==> src/hw/jub_pkg.sv <==
// package: constants, field map and tap states of the jtag user data bridge
package jub_pkg;

    // ------------------------------------------------------------
    // instruction register
    // ------------------------------------------------------------
    localparam int         IR_W       = 8;
    localparam logic [7:0] IR_RESET   = 8'hff;  // bypass after test logic reset
    localparam logic [7:0] IR_CAPTURE = 8'h01;  // fixed pattern seen in shift_ir
    localparam logic [7:0] USER_LO    = 8'h10;  // first user code
    localparam logic [7:0] USER_HI    = 8'h7f;  // last user code

    // ------------------------------------------------------------
    // clock conditioning configuration map
    // ------------------------------------------------------------
    localparam int CFG_W             = 81;
    localparam int F_RESET_EN        = 80;
    localparam int F_DYN_SEL_C       = 79;
    localparam int F_DYN_SEL_B       = 78;
    localparam int F_DYN_SEL_A       = 77;
    localparam int F_OSC_RANGE_LSB   = 74;   // 3 bits
    localparam int F_STATIC_SEL_C    = 73;
    localparam int F_STATIC_SEL_B    = 72;
    localparam int F_STATIC_SEL_A    = 71;
    localparam int F_OUT_C_DLY_LSB   = 66;   // 5 bits
    localparam int F_OUT_B_DLY_LSB   = 61;   // 5 bits
    localparam int F_GLB_C_DLY_LSB   = 56;   // 5 bits
    localparam int F_GLB_B_DLY_LSB   = 51;   // 5 bits
    localparam int F_GLB_A_DLY_LSB   = 46;   // 5 bits
    localparam int F_EXTRA_DLY_SEL   = 45;
    localparam int F_FB_DLY_LSB      = 40;   // 5 bits
    localparam int F_FB_SRC_LSB      = 38;   // 2 bits
    localparam int F_OUT_C_MUX_LSB   = 35;   // 3 bits
    localparam int F_OUT_B_MUX_LSB   = 32;   // 3 bits
    localparam int F_OUT_A_MUX_LSB   = 29;   // 3 bits
    localparam int F_OUT_C_DIV_LSB   = 24;   // 5 bits
    localparam int F_OUT_B_DIV_LSB   = 19;   // 5 bits
    localparam int F_OUT_A_DIV_LSB   = 14;   // 5 bits
    localparam int F_FB_DIV_LSB      = 7;    // 7 bits
    localparam int F_IN_DIV_LSB      = 0;    // 7 bits
    localparam logic [CFG_W-1:0] CFG_RESET = 81'h0;

    // ------------------------------------------------------------
    // page memory
    // ------------------------------------------------------------
    localparam int ROM_PAGES  = 8;
    localparam int ROM_PAGE_W = 128;
    localparam int ROM_AW     = 3;

    // ------------------------------------------------------------
    // register bus
    // ------------------------------------------------------------
    localparam int         AXI_AW       = 8;
    localparam int         AXI_DW       = 32;
    localparam logic [7:0] OFF_CTRL     = 8'h00;
    localparam logic [7:0] OFF_STATUS   = 8'h04;
    localparam logic [7:0] OFF_CFG0     = 8'h08;
    localparam logic [7:0] OFF_CFG1     = 8'h0c;
    localparam logic [7:0] OFF_CFG2     = 8'h10;
    localparam logic [7:0] OFF_ROM_ADDR = 8'h14;
    localparam logic [7:0] OFF_ROM_DATA = 8'h18;
    localparam logic [1:0] RESP_OKAY    = 2'h0;
    localparam logic [1:0] RESP_SLVERR  = 2'h2;
    localparam int         CTRL_LOCK    = 0;     // core loads ignored while set
    localparam int         CTRL_PROG    = 1;     // page writes allowed while set
    localparam int         ROMA_W       = 5;     // [4:2] page, [1:0] word

    // ------------------------------------------------------------
    // tap controller
    // ------------------------------------------------------------
    typedef enum logic [3:0] {
        TLR, RTI, SEL_DR, CAP_DR, SH_DR, EX1_DR, PA_DR, EX2_DR, UPD_DR,
        SEL_IR, CAP_IR, SH_IR, EX1_IR, PA_IR, EX2_IR, UPD_IR
    } jub_tap_t;

    function automatic jub_tap_t next_tap(input jub_tap_t s, input logic tms);
        case (s)
            TLR:     next_tap = tms ? TLR    : RTI;
            RTI:     next_tap = tms ? SEL_DR : RTI;
            SEL_DR:  next_tap = tms ? SEL_IR : CAP_DR;
            CAP_DR:  next_tap = tms ? EX1_DR : SH_DR;
            SH_DR:   next_tap = tms ? EX1_DR : SH_DR;
            EX1_DR:  next_tap = tms ? UPD_DR : PA_DR;
            PA_DR:   next_tap = tms ? EX2_DR : PA_DR;
            EX2_DR:  next_tap = tms ? UPD_DR : SH_DR;
            UPD_DR:  next_tap = tms ? SEL_DR : RTI;
            SEL_IR:  next_tap = tms ? TLR    : CAP_IR;
            CAP_IR:  next_tap = tms ? EX1_IR : SH_IR;
            SH_IR:   next_tap = tms ? EX1_IR : SH_IR;
            EX1_IR:  next_tap = tms ? UPD_IR : PA_IR;
            PA_IR:   next_tap = tms ? EX2_IR : PA_IR;
            EX2_IR:  next_tap = tms ? UPD_IR : SH_IR;
            UPD_IR:  next_tap = tms ? SEL_DR : RTI;
            default: next_tap = TLR;
        endcase
    endfunction

    // word select of one register offset
    function automatic logic hits(input logic [7:0] addr, input logic [7:0] off);
        hits = (addr[7:2] == off[7:2]);
    endfunction

endpackage

==> src/hw/jub_bridge.sv <==
// jtag user tile, clock configuration register and page memory behind axi4-lite
//
// Function
// - 81-bit register holds clock block configuration
// - configuration fields sit at fixed bit positions
// - reconfigure while running, no fabric reprogramming
// - eight 128-bit pages readable by core
// - dr flags high exactly in their states
// - instruction vector updates entering update_ir
// - user serial out reaches tdo for user codes
//
// Our own choices: register access over AXI4-Lite and the register offsets.
`timescale 1ns/1ps
module jub_bridge (
    input  wire logic                            aclk,
    input  wire logic                            aresetn,
    input  wire logic [jub_pkg::AXI_AW-1:0]      s_axi_awaddr,
    input  wire logic [2:0]                      s_axi_awprot,
    input  wire logic                            s_axi_awvalid,
    output      logic                            s_axi_awready,
    input  wire logic [jub_pkg::AXI_DW-1:0]      s_axi_wdata,
    input  wire logic [3:0]                      s_axi_wstrb,
    input  wire logic                            s_axi_wvalid,
    output      logic                            s_axi_wready,
    output      logic [1:0]                      s_axi_bresp,
    output      logic                            s_axi_bvalid,
    input  wire logic                            s_axi_bready,
    input  wire logic [jub_pkg::AXI_AW-1:0]      s_axi_araddr,
    input  wire logic [2:0]                      s_axi_arprot,
    input  wire logic                            s_axi_arvalid,
    output      logic                            s_axi_arready,
    output      logic [jub_pkg::AXI_DW-1:0]      s_axi_rdata,
    output      logic [1:0]                      s_axi_rresp,
    output      logic                            s_axi_rvalid,
    input  wire logic                            s_axi_rready,
    input  wire logic                            tck,
    input  wire logic                            tms,
    input  wire logic                            tdi,
    input  wire logic                            trst_n,
    output      logic                            tdo,
    output      logic                            tdo_oe,
    output      logic [jub_pkg::IR_W-1:0]        instr_vector,
    output      logic                            user_serial_in,
    output      logic                            user_jtag_clock,
    output      logic                            shift_dr_flag,
    output      logic                            capture_dr_flag,
    output      logic                            update_dr_flag,
    output      logic                            user_reset_n,
    input  wire logic                            user_serial_out,
    input  wire logic                            cfg_serial_in,
    input  wire logic                            cfg_shift_en,
    input  wire logic                            cfg_load,
    output      logic                            cfg_serial_out,
    output      logic [jub_pkg::CFG_W-1:0]       clk_cfg,
    input  wire logic [jub_pkg::ROM_AW-1:0]      rom_rd_addr,
    output      logic [jub_pkg::ROM_PAGE_W-1:0]  rom_rd_data
);

    localparam int BE_W = jub_pkg::ROM_PAGE_W / 8;

    // ------------------------------------------------------------
    // tap controller
    // ------------------------------------------------------------
    jub_pkg::jub_tap_t     tap_q;
    jub_pkg::jub_tap_t     next_tap_st;
    logic                  tck_q;
    logic [7:0]            ir_shift;
    logic                  bypass_q;
    logic                  tck_rise;
    logic                  tck_fall;
    logic                  user_code;

    // tck edges, pins taken as synchronous to aclk
    assign tck_rise    = tck & ~tck_q;
    assign tck_fall    = ~tck & tck_q;
    assign next_tap_st = !trst_n ? jub_pkg::TLR :
                         tck_rise ? jub_pkg::next_tap(tap_q, tms) : tap_q;
    assign user_code   = (instr_vector >= jub_pkg::USER_LO) &&
                         (instr_vector <= jub_pkg::USER_HI);

    // state and flags, flags decoded from next state so they match tap_q
    always_ff @(posedge aclk) begin
        if (!aresetn) begin
            tck_q           <= 1'b0;
            tap_q           <= jub_pkg::TLR;
            shift_dr_flag   <= 1'b0;
            capture_dr_flag <= 1'b0;
            update_dr_flag  <= 1'b0;
            user_reset_n    <= 1'b0;
            user_jtag_clock <= 1'b0;
            user_serial_in  <= 1'b0;
        end else begin
            tck_q           <= tck;
            tap_q           <= next_tap_st;
            shift_dr_flag   <= (next_tap_st == jub_pkg::SH_DR);
            capture_dr_flag <= (next_tap_st == jub_pkg::CAP_DR);
            update_dr_flag  <= (next_tap_st == jub_pkg::UPD_DR);
            user_reset_n    <= (next_tap_st != jub_pkg::TLR);
            user_jtag_clock <= tck;
            user_serial_in  <= tdi;
        end
    end

    // instruction shift and user vector
    always_ff @(posedge aclk) begin
        if (!aresetn) begin
            ir_shift     <= jub_pkg::IR_RESET;
            instr_vector <= jub_pkg::IR_RESET;
            bypass_q     <= 1'b0;
        end else begin
            if (tck_rise && tap_q == jub_pkg::CAP_IR) ir_shift <= jub_pkg::IR_CAPTURE;
            if (tck_rise && tap_q == jub_pkg::SH_IR) ir_shift <= {tdi, ir_shift[7:1]};
            if (tck_rise && tap_q == jub_pkg::CAP_DR) bypass_q <= 1'b0;
            if (tck_rise && tap_q == jub_pkg::SH_DR) bypass_q <= tdi;
            if (tap_q == jub_pkg::TLR) begin
                instr_vector <= jub_pkg::IR_RESET;
            end else if (tck_rise && next_tap_st == jub_pkg::UPD_IR) begin
                instr_vector <= ir_shift;
            end
        end
    end

    // tdo changes on the falling tck edge
    always_ff @(posedge aclk) begin
        if (!aresetn) begin
            tdo    <= 1'b0;
            tdo_oe <= 1'b0;
        end else if (tck_fall) begin
            tdo_oe <= (tap_q == jub_pkg::SH_DR) || (tap_q == jub_pkg::SH_IR);
            if (tap_q == jub_pkg::SH_DR) begin
                tdo <= user_code ? user_serial_out : bypass_q;
            end else if (tap_q == jub_pkg::SH_IR) begin
                tdo <= ir_shift[0];
            end
        end
    end

    // ------------------------------------------------------------
    // clock configuration register
    // ------------------------------------------------------------
    logic [jub_pkg::CFG_W-1:0] cfg_shift;
    logic                      cfg_lock;
    logic                      prog_en;

    assign cfg_serial_out = cfg_shift[0];

    // shadow shifts from the core, active copy changes only on load
    always_ff @(posedge aclk) begin
        if (!aresetn) begin
            cfg_shift <= jub_pkg::CFG_RESET;
            clk_cfg   <= jub_pkg::CFG_RESET;
        end else begin
            if (cfg_shift_en) cfg_shift <= {cfg_serial_in, cfg_shift[jub_pkg::CFG_W-1:1]};
            if (cfg_load && !cfg_lock) clk_cfg <= cfg_shift;
        end
    end

    // ------------------------------------------------------------
    // axi4-lite slave
    // ------------------------------------------------------------
    logic [7:0]            aw_addr_q;
    logic                  aw_full;
    logic [31:0]           w_data_q;
    logic [3:0]            w_strb_q;
    logic                  w_full;
    logic [jub_pkg::ROMA_W-1:0] rom_addr_q;
    logic                  do_write;
    logic                  w_map;
    logic                  r_map;
    logic [31:0]           rd_word;
    logic                  rom_we;
    logic [BE_W-1:0]       rom_be;

    // write decode
    assign do_write = aw_full && w_full && !s_axi_bvalid;
    assign w_map    = jub_pkg::hits(aw_addr_q, jub_pkg::OFF_CTRL) ||
                      jub_pkg::hits(aw_addr_q, jub_pkg::OFF_STATUS) ||
                      jub_pkg::hits(aw_addr_q, jub_pkg::OFF_CFG0) ||
                      jub_pkg::hits(aw_addr_q, jub_pkg::OFF_CFG1) ||
                      jub_pkg::hits(aw_addr_q, jub_pkg::OFF_CFG2) ||
                      jub_pkg::hits(aw_addr_q, jub_pkg::OFF_ROM_ADDR) ||
                      jub_pkg::hits(aw_addr_q, jub_pkg::OFF_ROM_DATA);
    assign rom_we   = do_write && prog_en && jub_pkg::hits(aw_addr_q, jub_pkg::OFF_ROM_DATA);
    assign rom_be   = BE_W'({{(BE_W-4){1'b0}}, w_strb_q} << {rom_addr_q[1:0], 2'h0});

    // read decode
    assign r_map   = jub_pkg::hits(s_axi_araddr, jub_pkg::OFF_CTRL) ||
                     jub_pkg::hits(s_axi_araddr, jub_pkg::OFF_STATUS) ||
                     jub_pkg::hits(s_axi_araddr, jub_pkg::OFF_CFG0) ||
                     jub_pkg::hits(s_axi_araddr, jub_pkg::OFF_CFG1) ||
                     jub_pkg::hits(s_axi_araddr, jub_pkg::OFF_CFG2) ||
                     jub_pkg::hits(s_axi_araddr, jub_pkg::OFF_ROM_ADDR) ||
                     jub_pkg::hits(s_axi_araddr, jub_pkg::OFF_ROM_DATA);
    assign rd_word =
        jub_pkg::hits(s_axi_araddr, jub_pkg::OFF_CTRL)   ? {30'h0, prog_en, cfg_lock} :
        jub_pkg::hits(s_axi_araddr, jub_pkg::OFF_STATUS) ? {16'h0, instr_vector, 4'h0, tap_q} :
        jub_pkg::hits(s_axi_araddr, jub_pkg::OFF_CFG0)   ? clk_cfg[31:0] :
        jub_pkg::hits(s_axi_araddr, jub_pkg::OFF_CFG1)   ? clk_cfg[63:32] :
        jub_pkg::hits(s_axi_araddr, jub_pkg::OFF_CFG2)   ? {15'h0, clk_cfg[80:64]} :
        jub_pkg::hits(s_axi_araddr, jub_pkg::OFF_ROM_ADDR) ? {27'h0, rom_addr_q} : 32'h0;

    // address and data may arrive in either order
    always_ff @(posedge aclk) begin
        if (!aresetn) begin
            s_axi_awready <= 1'b1;
            s_axi_wready  <= 1'b1;
            aw_full       <= 1'b0;
            w_full        <= 1'b0;
            aw_addr_q     <= 8'h0;
            w_data_q      <= 32'h0;
            w_strb_q      <= 4'h0;
        end else begin
            if (s_axi_awvalid && s_axi_awready) begin
                aw_addr_q     <= s_axi_awaddr;
                aw_full       <= 1'b1;
                s_axi_awready <= 1'b0;
            end
            if (s_axi_wvalid && s_axi_wready) begin
                w_data_q     <= s_axi_wdata;
                w_strb_q     <= s_axi_wstrb;
                w_full       <= 1'b1;
                s_axi_wready <= 1'b0;
            end
            if (do_write) begin
                aw_full       <= 1'b0;
                w_full        <= 1'b0;
                s_axi_awready <= 1'b1;
                s_axi_wready  <= 1'b1;
            end
        end
    end

    // write response and register updates
    always_ff @(posedge aclk) begin
        if (!aresetn) begin
            s_axi_bvalid <= 1'b0;
            s_axi_bresp  <= jub_pkg::RESP_OKAY;
            cfg_lock     <= 1'b0;
            prog_en      <= 1'b0;
            rom_addr_q   <= '0;
        end else begin
            if (s_axi_bvalid && s_axi_bready) s_axi_bvalid <= 1'b0;
            if (do_write) begin
                s_axi_bvalid <= 1'b1;
                s_axi_bresp  <= w_map ? jub_pkg::RESP_OKAY : jub_pkg::RESP_SLVERR;
                if (jub_pkg::hits(aw_addr_q, jub_pkg::OFF_CTRL) && w_strb_q[0]) begin
                    cfg_lock <= w_data_q[jub_pkg::CTRL_LOCK];
                    prog_en  <= w_data_q[jub_pkg::CTRL_PROG];
                end
                if (jub_pkg::hits(aw_addr_q, jub_pkg::OFF_ROM_ADDR) && w_strb_q[0]) begin
                    rom_addr_q <= w_data_q[jub_pkg::ROMA_W-1:0];
                end
            end
        end
    end

    // read channel, answer one cycle after the address is taken
    always_ff @(posedge aclk) begin
        if (!aresetn) begin
            s_axi_arready <= 1'b1;
            s_axi_rvalid  <= 1'b0;
            s_axi_rdata   <= 32'h0;
            s_axi_rresp   <= jub_pkg::RESP_OKAY;
        end else if (s_axi_arvalid && s_axi_arready) begin
            s_axi_arready <= 1'b0;
            s_axi_rvalid  <= 1'b1;
            s_axi_rdata   <= r_map ? rd_word : 32'h0;
            s_axi_rresp   <= r_map ? jub_pkg::RESP_OKAY : jub_pkg::RESP_SLVERR;
        end else if (s_axi_rvalid && s_axi_rready) begin
            s_axi_rvalid  <= 1'b0;
            s_axi_arready <= 1'b1;
        end
    end

    // ------------------------------------------------------------
    // page memory, core reads any page every cycle
    // ------------------------------------------------------------
    jub_page_mem #(
        .DATA_W (jub_pkg::ROM_PAGE_W),
        .DEPTH  (jub_pkg::ROM_PAGES),
        .ADDR_W (jub_pkg::ROM_AW)
    ) jub_page_mem_inst (
        .clk     (aclk),
        .rst_n   (aresetn),
        .wr_en   (rom_we),
        .wr_addr (rom_addr_q[jub_pkg::ROMA_W-1:2]),
        .wr_be   (rom_be),
        .wr_data ({4{w_data_q}}),
        .rd_addr (rom_rd_addr),
        .rd_data (rom_rd_data)
    );
endmodule // jub_bridge

==> src/hw/jub_page_mem.sv <==
// page memory with byte write enables and a registered read port
`timescale 1ns/1ps
module jub_page_mem #(
    parameter int DATA_W = 128,
    parameter int DEPTH  = 8,
    parameter int ADDR_W = 3
) (
    input  wire logic                  clk,
    input  wire logic                  rst_n,
    input  wire logic                  wr_en,
    input  wire logic [ADDR_W-1:0]     wr_addr,
    input  wire logic [DATA_W/8-1:0]   wr_be,
    input  wire logic [DATA_W-1:0]     wr_data,
    input  wire logic [ADDR_W-1:0]     rd_addr,
    output      logic [DATA_W-1:0]     rd_data
);

    logic [DATA_W-1:0] mem [DEPTH];

    // byte lane writes
    always_ff @(posedge clk) begin
        for (int b = 0; b < DATA_W/8; b++) begin
            if (wr_en && wr_be[b]) begin
                mem[wr_addr][b*8 +: 8] <= wr_data[b*8 +: 8];
            end
        end
    end

    // one page read every cycle
    always_ff @(posedge clk) begin
        if (!rst_n) begin
            rd_data <= '0;
        end else begin
            rd_data <= mem[rd_addr];
        end
    end

endmodule // jub_page_mem

==> config.mk <==
export PLATFORM = sky130hd
export DESIGN_NAME = jub_bridge
export DESIGN_NICKNAME = d
export VERILOG_FILES = /design/src/hw/jub_pkg.sv /design/src/hw/jub_bridge.sv /design/src/hw/jub_page_mem.sv
export SDC_FILE = /design/constraint.sdc
export NUM_CORES = 2
export LEC_CHECK = 0
export BUFFER_PORTS_ARGS = -buffer_cell sky130_fd_sc_hd__buf_2
export CAP_MARGIN = 20
export CELL_PAD_IN_SITES_DETAIL_PLACEMENT = 1
export CELL_PAD_IN_SITES_GLOBAL_PLACEMENT = 2
export CORE_MARGIN = 2
export CORE_UTILIZATION = 45
export CTS_CLUSTER_DIAMETER = 120
export DETAILED_ROUTE_END_ITERATION = 8
export GPL_TIMING_DRIVEN = 0
export PLACE_DENSITY = 0.82
export RECOVER_POWER = 100
export SLEW_MARGIN = 30
export SYNTH_ARGS = -nofsm -noshare
export SYNTH_HDL_FRONTEND = slang
export SYNTH_SLANG_ARGS = --single-unit
export TNS_END_PERCENT = 1
==> constraint.sdc <==
create_clock -name aclk -period 3 [get_ports aclk]
set_clock_uncertainty 0.05 [all_clocks]
set_input_delay 0.45 -clock aclk [delete_from_list [all_inputs] [get_ports aclk]]
set_output_delay 0.45 -clock aclk [all_outputs]
set_load 0.01 [all_outputs]
==> results.toml <==
[detailed_routing]
drt_first_pass_iters = 6
wire_per_inst_um = 31.0
viasPerCell = 5.86
finalWirelength_um = 166000
vias = 31300
antenna_left = 0
drtIter0Drc = 3774
post-route-drc-count = 0

[critical_path]
worstPathRequired_ns = 3.31
regToRegStartpoint = "s_axi_bvalid"
reg2reg_depth = 6
worstPathArrival_ns = 3.57
critPathLaunch = "s_axi_bvalid"
cp-end-kind = "flip-flop"
critPathKind = "reg2reg"
crit_fanout = 8
regToRegEndpoint = "jub_page_mem_inst.mem[5][1]"
r2r_slack_ns = -0.26
startpoint_type = "flip-flop"

[final_layout]
fin_nets = 3779
num-fill-cells = 11000
drive_gt1_share_pct = 21.1
layout_common_cells = "edfxtp_1, dfxtp_1, clkbuf_1"
final_common_cell = "edfxtp_1"
area_delta_synth_final_pct = 17.4
fin_cells = 5353
finish.instance_area_sq_um = 62200

[power_and_ir_drop]
clkPwrFrac_pct = 43.8
p_seq_share_pct = 51.7
leakage_nw = 20.7
power.density_nw_per_um2 = 675
vdd_drop_max_uv = 644
total_power_mw = 42.0
p_sw_mw = 9.53
intPower_mw = 32.4
p_sw_share_pct = 22.7
comb_power_share_pct = 4.4

[placed_design]
gp_congestion = 0.858
post_dp_cell_area_sq_um = 56700
port-buffer-count = 324
placedCellCount = 5025
dp_hpwl_um = 110000

[die]
die_h_um = 347
die_w_um = 347
io_pins = 343
rows = 125
fp.dieArea_sq_um = 121000
start_util_pct = 45.5
coreArea_sq_um = 117000

[hold_path]
hold_class = "in2reg"
holdPathEnd = "aw_addr_q[4]"
hp-start = "s_axi_awvalid"
hold_depth = 3

[logic_synthesis]
avgSynthCellArea_sq_um = 16.7
netlist_area_sq_um = 53000
syn_inst = 3174
async_flop_share_pct = 0
synth_seq_cells = 1433
synth-seq-area-share_pct = 73.5
synth_edf_count = 1024
yosysWarnings = 0
synth_ff_type = "edfxtp_1"
synth_cell_type_count = 63

[timing]
setup_slack_ns = -0.261
finalSetupViolCount = 390
worst_pin_slew_ns = 1.57
slew_headroom_pct = -4.64
fmax_mhz = 307
maxSlewViolCount = 68
fin_tns_setup_ns = -24.71
min_period_over_period_pct = 109
rsz0062_at_grt = "true"
period_needed_ns = 3.26
finalHoldViolations = 0
whs_ns = 0.0463

[status]
status = "complete, but fails checks"
failed_checks = "max-capacitance violations, max-slew violations, negative setup slack"

[clock_tree]
cts_tree = "done"
cts.sinks = 1433
htreeDepth = 4
clk_pin_slew_ns = 0.06
cts_buffers = 148
cts.path.max_buffers = 3
clk_latency_ns = 0.76
root_buffer = "clkbuf_16"

[job]
cap_violations = 3

[grt]
grt_usage_pct = 27.4
grt_pass1_wl_um = 235000
grt_antenna_before_repair = 5
grt_overflow = 0
grt_pass1_vias = 32200
grt_max_degree = 36
state kept, by name, summed over array words and instances (netlist names), 8 cells and up:
register	flops
clk_cfg	81
instr_vector	8
jub_page_mem_inst.mem	1024
cfg_shift	81
jub_page_mem_inst.rd_data	128
w_data_q	32
ir_shift	8
s_axi_rdata	32
layout make-up:
| cell class | instances | area [sq um] | area share [%] |
|---|---|---|---|
| clock buffers | 209 | 4170 | 6.70 |
| flip-flops and latches | 1433 | 38900 | 62.6 |
| repair buffers | 378 | 1820 | 2.93 |
| well taps | 1524 | 1910 | 3.07 |
| multi-input cells | 1535 | 13700 | 22.1 |
| clock inverters | 64 | 661 | 1.06 |
| diodes | 3 | 7.51 | 0.0121 |
| inverters | 9 | 33.8 | 0.0543 |
| plain buffers | 198 | 928 | 1.49 |
timing repair:
action                                  in CTS  in global routing
buffers inserted                             2                  2
endpoints found under the hold margin       49                  0
gates resized for setup                    130                 52
endpoints found under the setup margin    1030                896
pin swaps                                    3                  1
cloned                                       0                  0
hold buffers                                48                  0
through the flow:
| stage | worst slack [ns] | utilization [%] |
|---|---|---|
| 2_1_floorplan | 0.679 | - |
| 3_3_place_gp | -1.17 | 48.5 |
| 3_5_place_dp | -0.840 | 48.7 |
| 4_1_cts | -0.420 | 53.6 |
| 5_1_grt | -0.386 | 53.4 |
| 6_report | -0.261 | 53.4 |
critical path, cell delays in order (launching register included):
cell,delay [ns]
dfxtp_1,0.33
nand3b_1,0.28
nor4_4,0.31
and4_1,0.35
clkbuf_2,0.24
nand3_1,0.42
nor2_1,0.90
cell usage after synthesis, types with 6 or more instances:
| cell | instances | area, sq um |
|---|---|---|
| a22o_1 | 12 | 105 |
| nand3b_1 | 6 | 45.0 |
| nand2_1 | 269 | 1010 |
| o21ai_0 | 18 | 90.1 |
| o21ai_1 | 11 | 55.1 |
| a21oi_2 | 11 | 96.3 |
| a22oi_1 | 10 | 75.1 |
| mux2i_1 | 245 | 2450 |
| nand3_1 | 28 | 140 |
| buf_1 | 20 | 75.1 |
| edfxtp_1 | 1024 | 30700 |
| nor2_2 | 11 | 68.8 |
| a21oi_1 | 156 | 781 |
| nor3_1 | 6 | 30.0 |
| nor2_1 | 392 | 1470 |
| and2_1 | 8 | 50.1 |
| nand2b_1 | 8 | 50.1 |
| buf_4 | 6 | 45.0 |
| clkbuf_1 | 125 | 469 |
| dfxtp_1 | 409 | 8190 |
| buf_2 | 38 | 190 |
| nor2b_1 | 8 | 50.1 |
| nor2_4 | 10 | 113 |
| mux4_2 | 256 | 5770 |
| nand3_4 | 11 | 193 |
| inv_1 | 9 | 33.8 |
layer usage:
layer  track usage, %  vias up  routed length, um  share of wire [%]
met1             36.5    16400              65800                 40
met4             11.4        0               6870                4.1
met2             43.7     1551              79100                 48
met3             6.12      319              14200                8.5
li1                 -    13100                  -                  -
met5                0        -                  0                  0
cell families (layout without fill, tap and decap cells):
family          count (synthesis)  count (layout)  share of synthesized area (%)
simple gates                  788             788                           6.58
flops                        1433            1433                           73.5
mux                           501             501                           15.5
buf+inv                       207             858                           1.71
other cells                     1               5                        0.00708
compound gates                244             244                           2.73
how the worst max path moves through the flow:
stage / to / slack, ns / cells past startpoint
global placement: jub_page_mem_inst.rd_data[69] / -1.17 / 7
finish: jub_page_mem_inst.mem[5][1] / -0.26 / 6
CTS: jub_page_mem_inst.mem[5][123] / -0.42 / 6
detailed placement: jub_page_mem_inst.rd_data[10] / -0.84 / 7
floorplan: jub_page_mem_inst.mem[3][40] / 0.68 / 7
global route: jub_page_mem_inst.mem[5][1] / -0.39 / 6
power groups by stage:
stage / clock, mW / combinational (mW) / sequential (mW)
2_1_floorplan: 0 / 0.963 / 22.0
3_3_place_gp: 0 / 1.81 / 22.1
3_5_place_dp: 0 / 1.84 / 22.1
4_1_cts: 18.5 / 1.91 / 21.7
5_1_grt: 19.3 / 1.96 / 21.7
6_report: 18.4 / 1.87 / 21.7
Note: power is estimated with default switching activity, not from simulation.
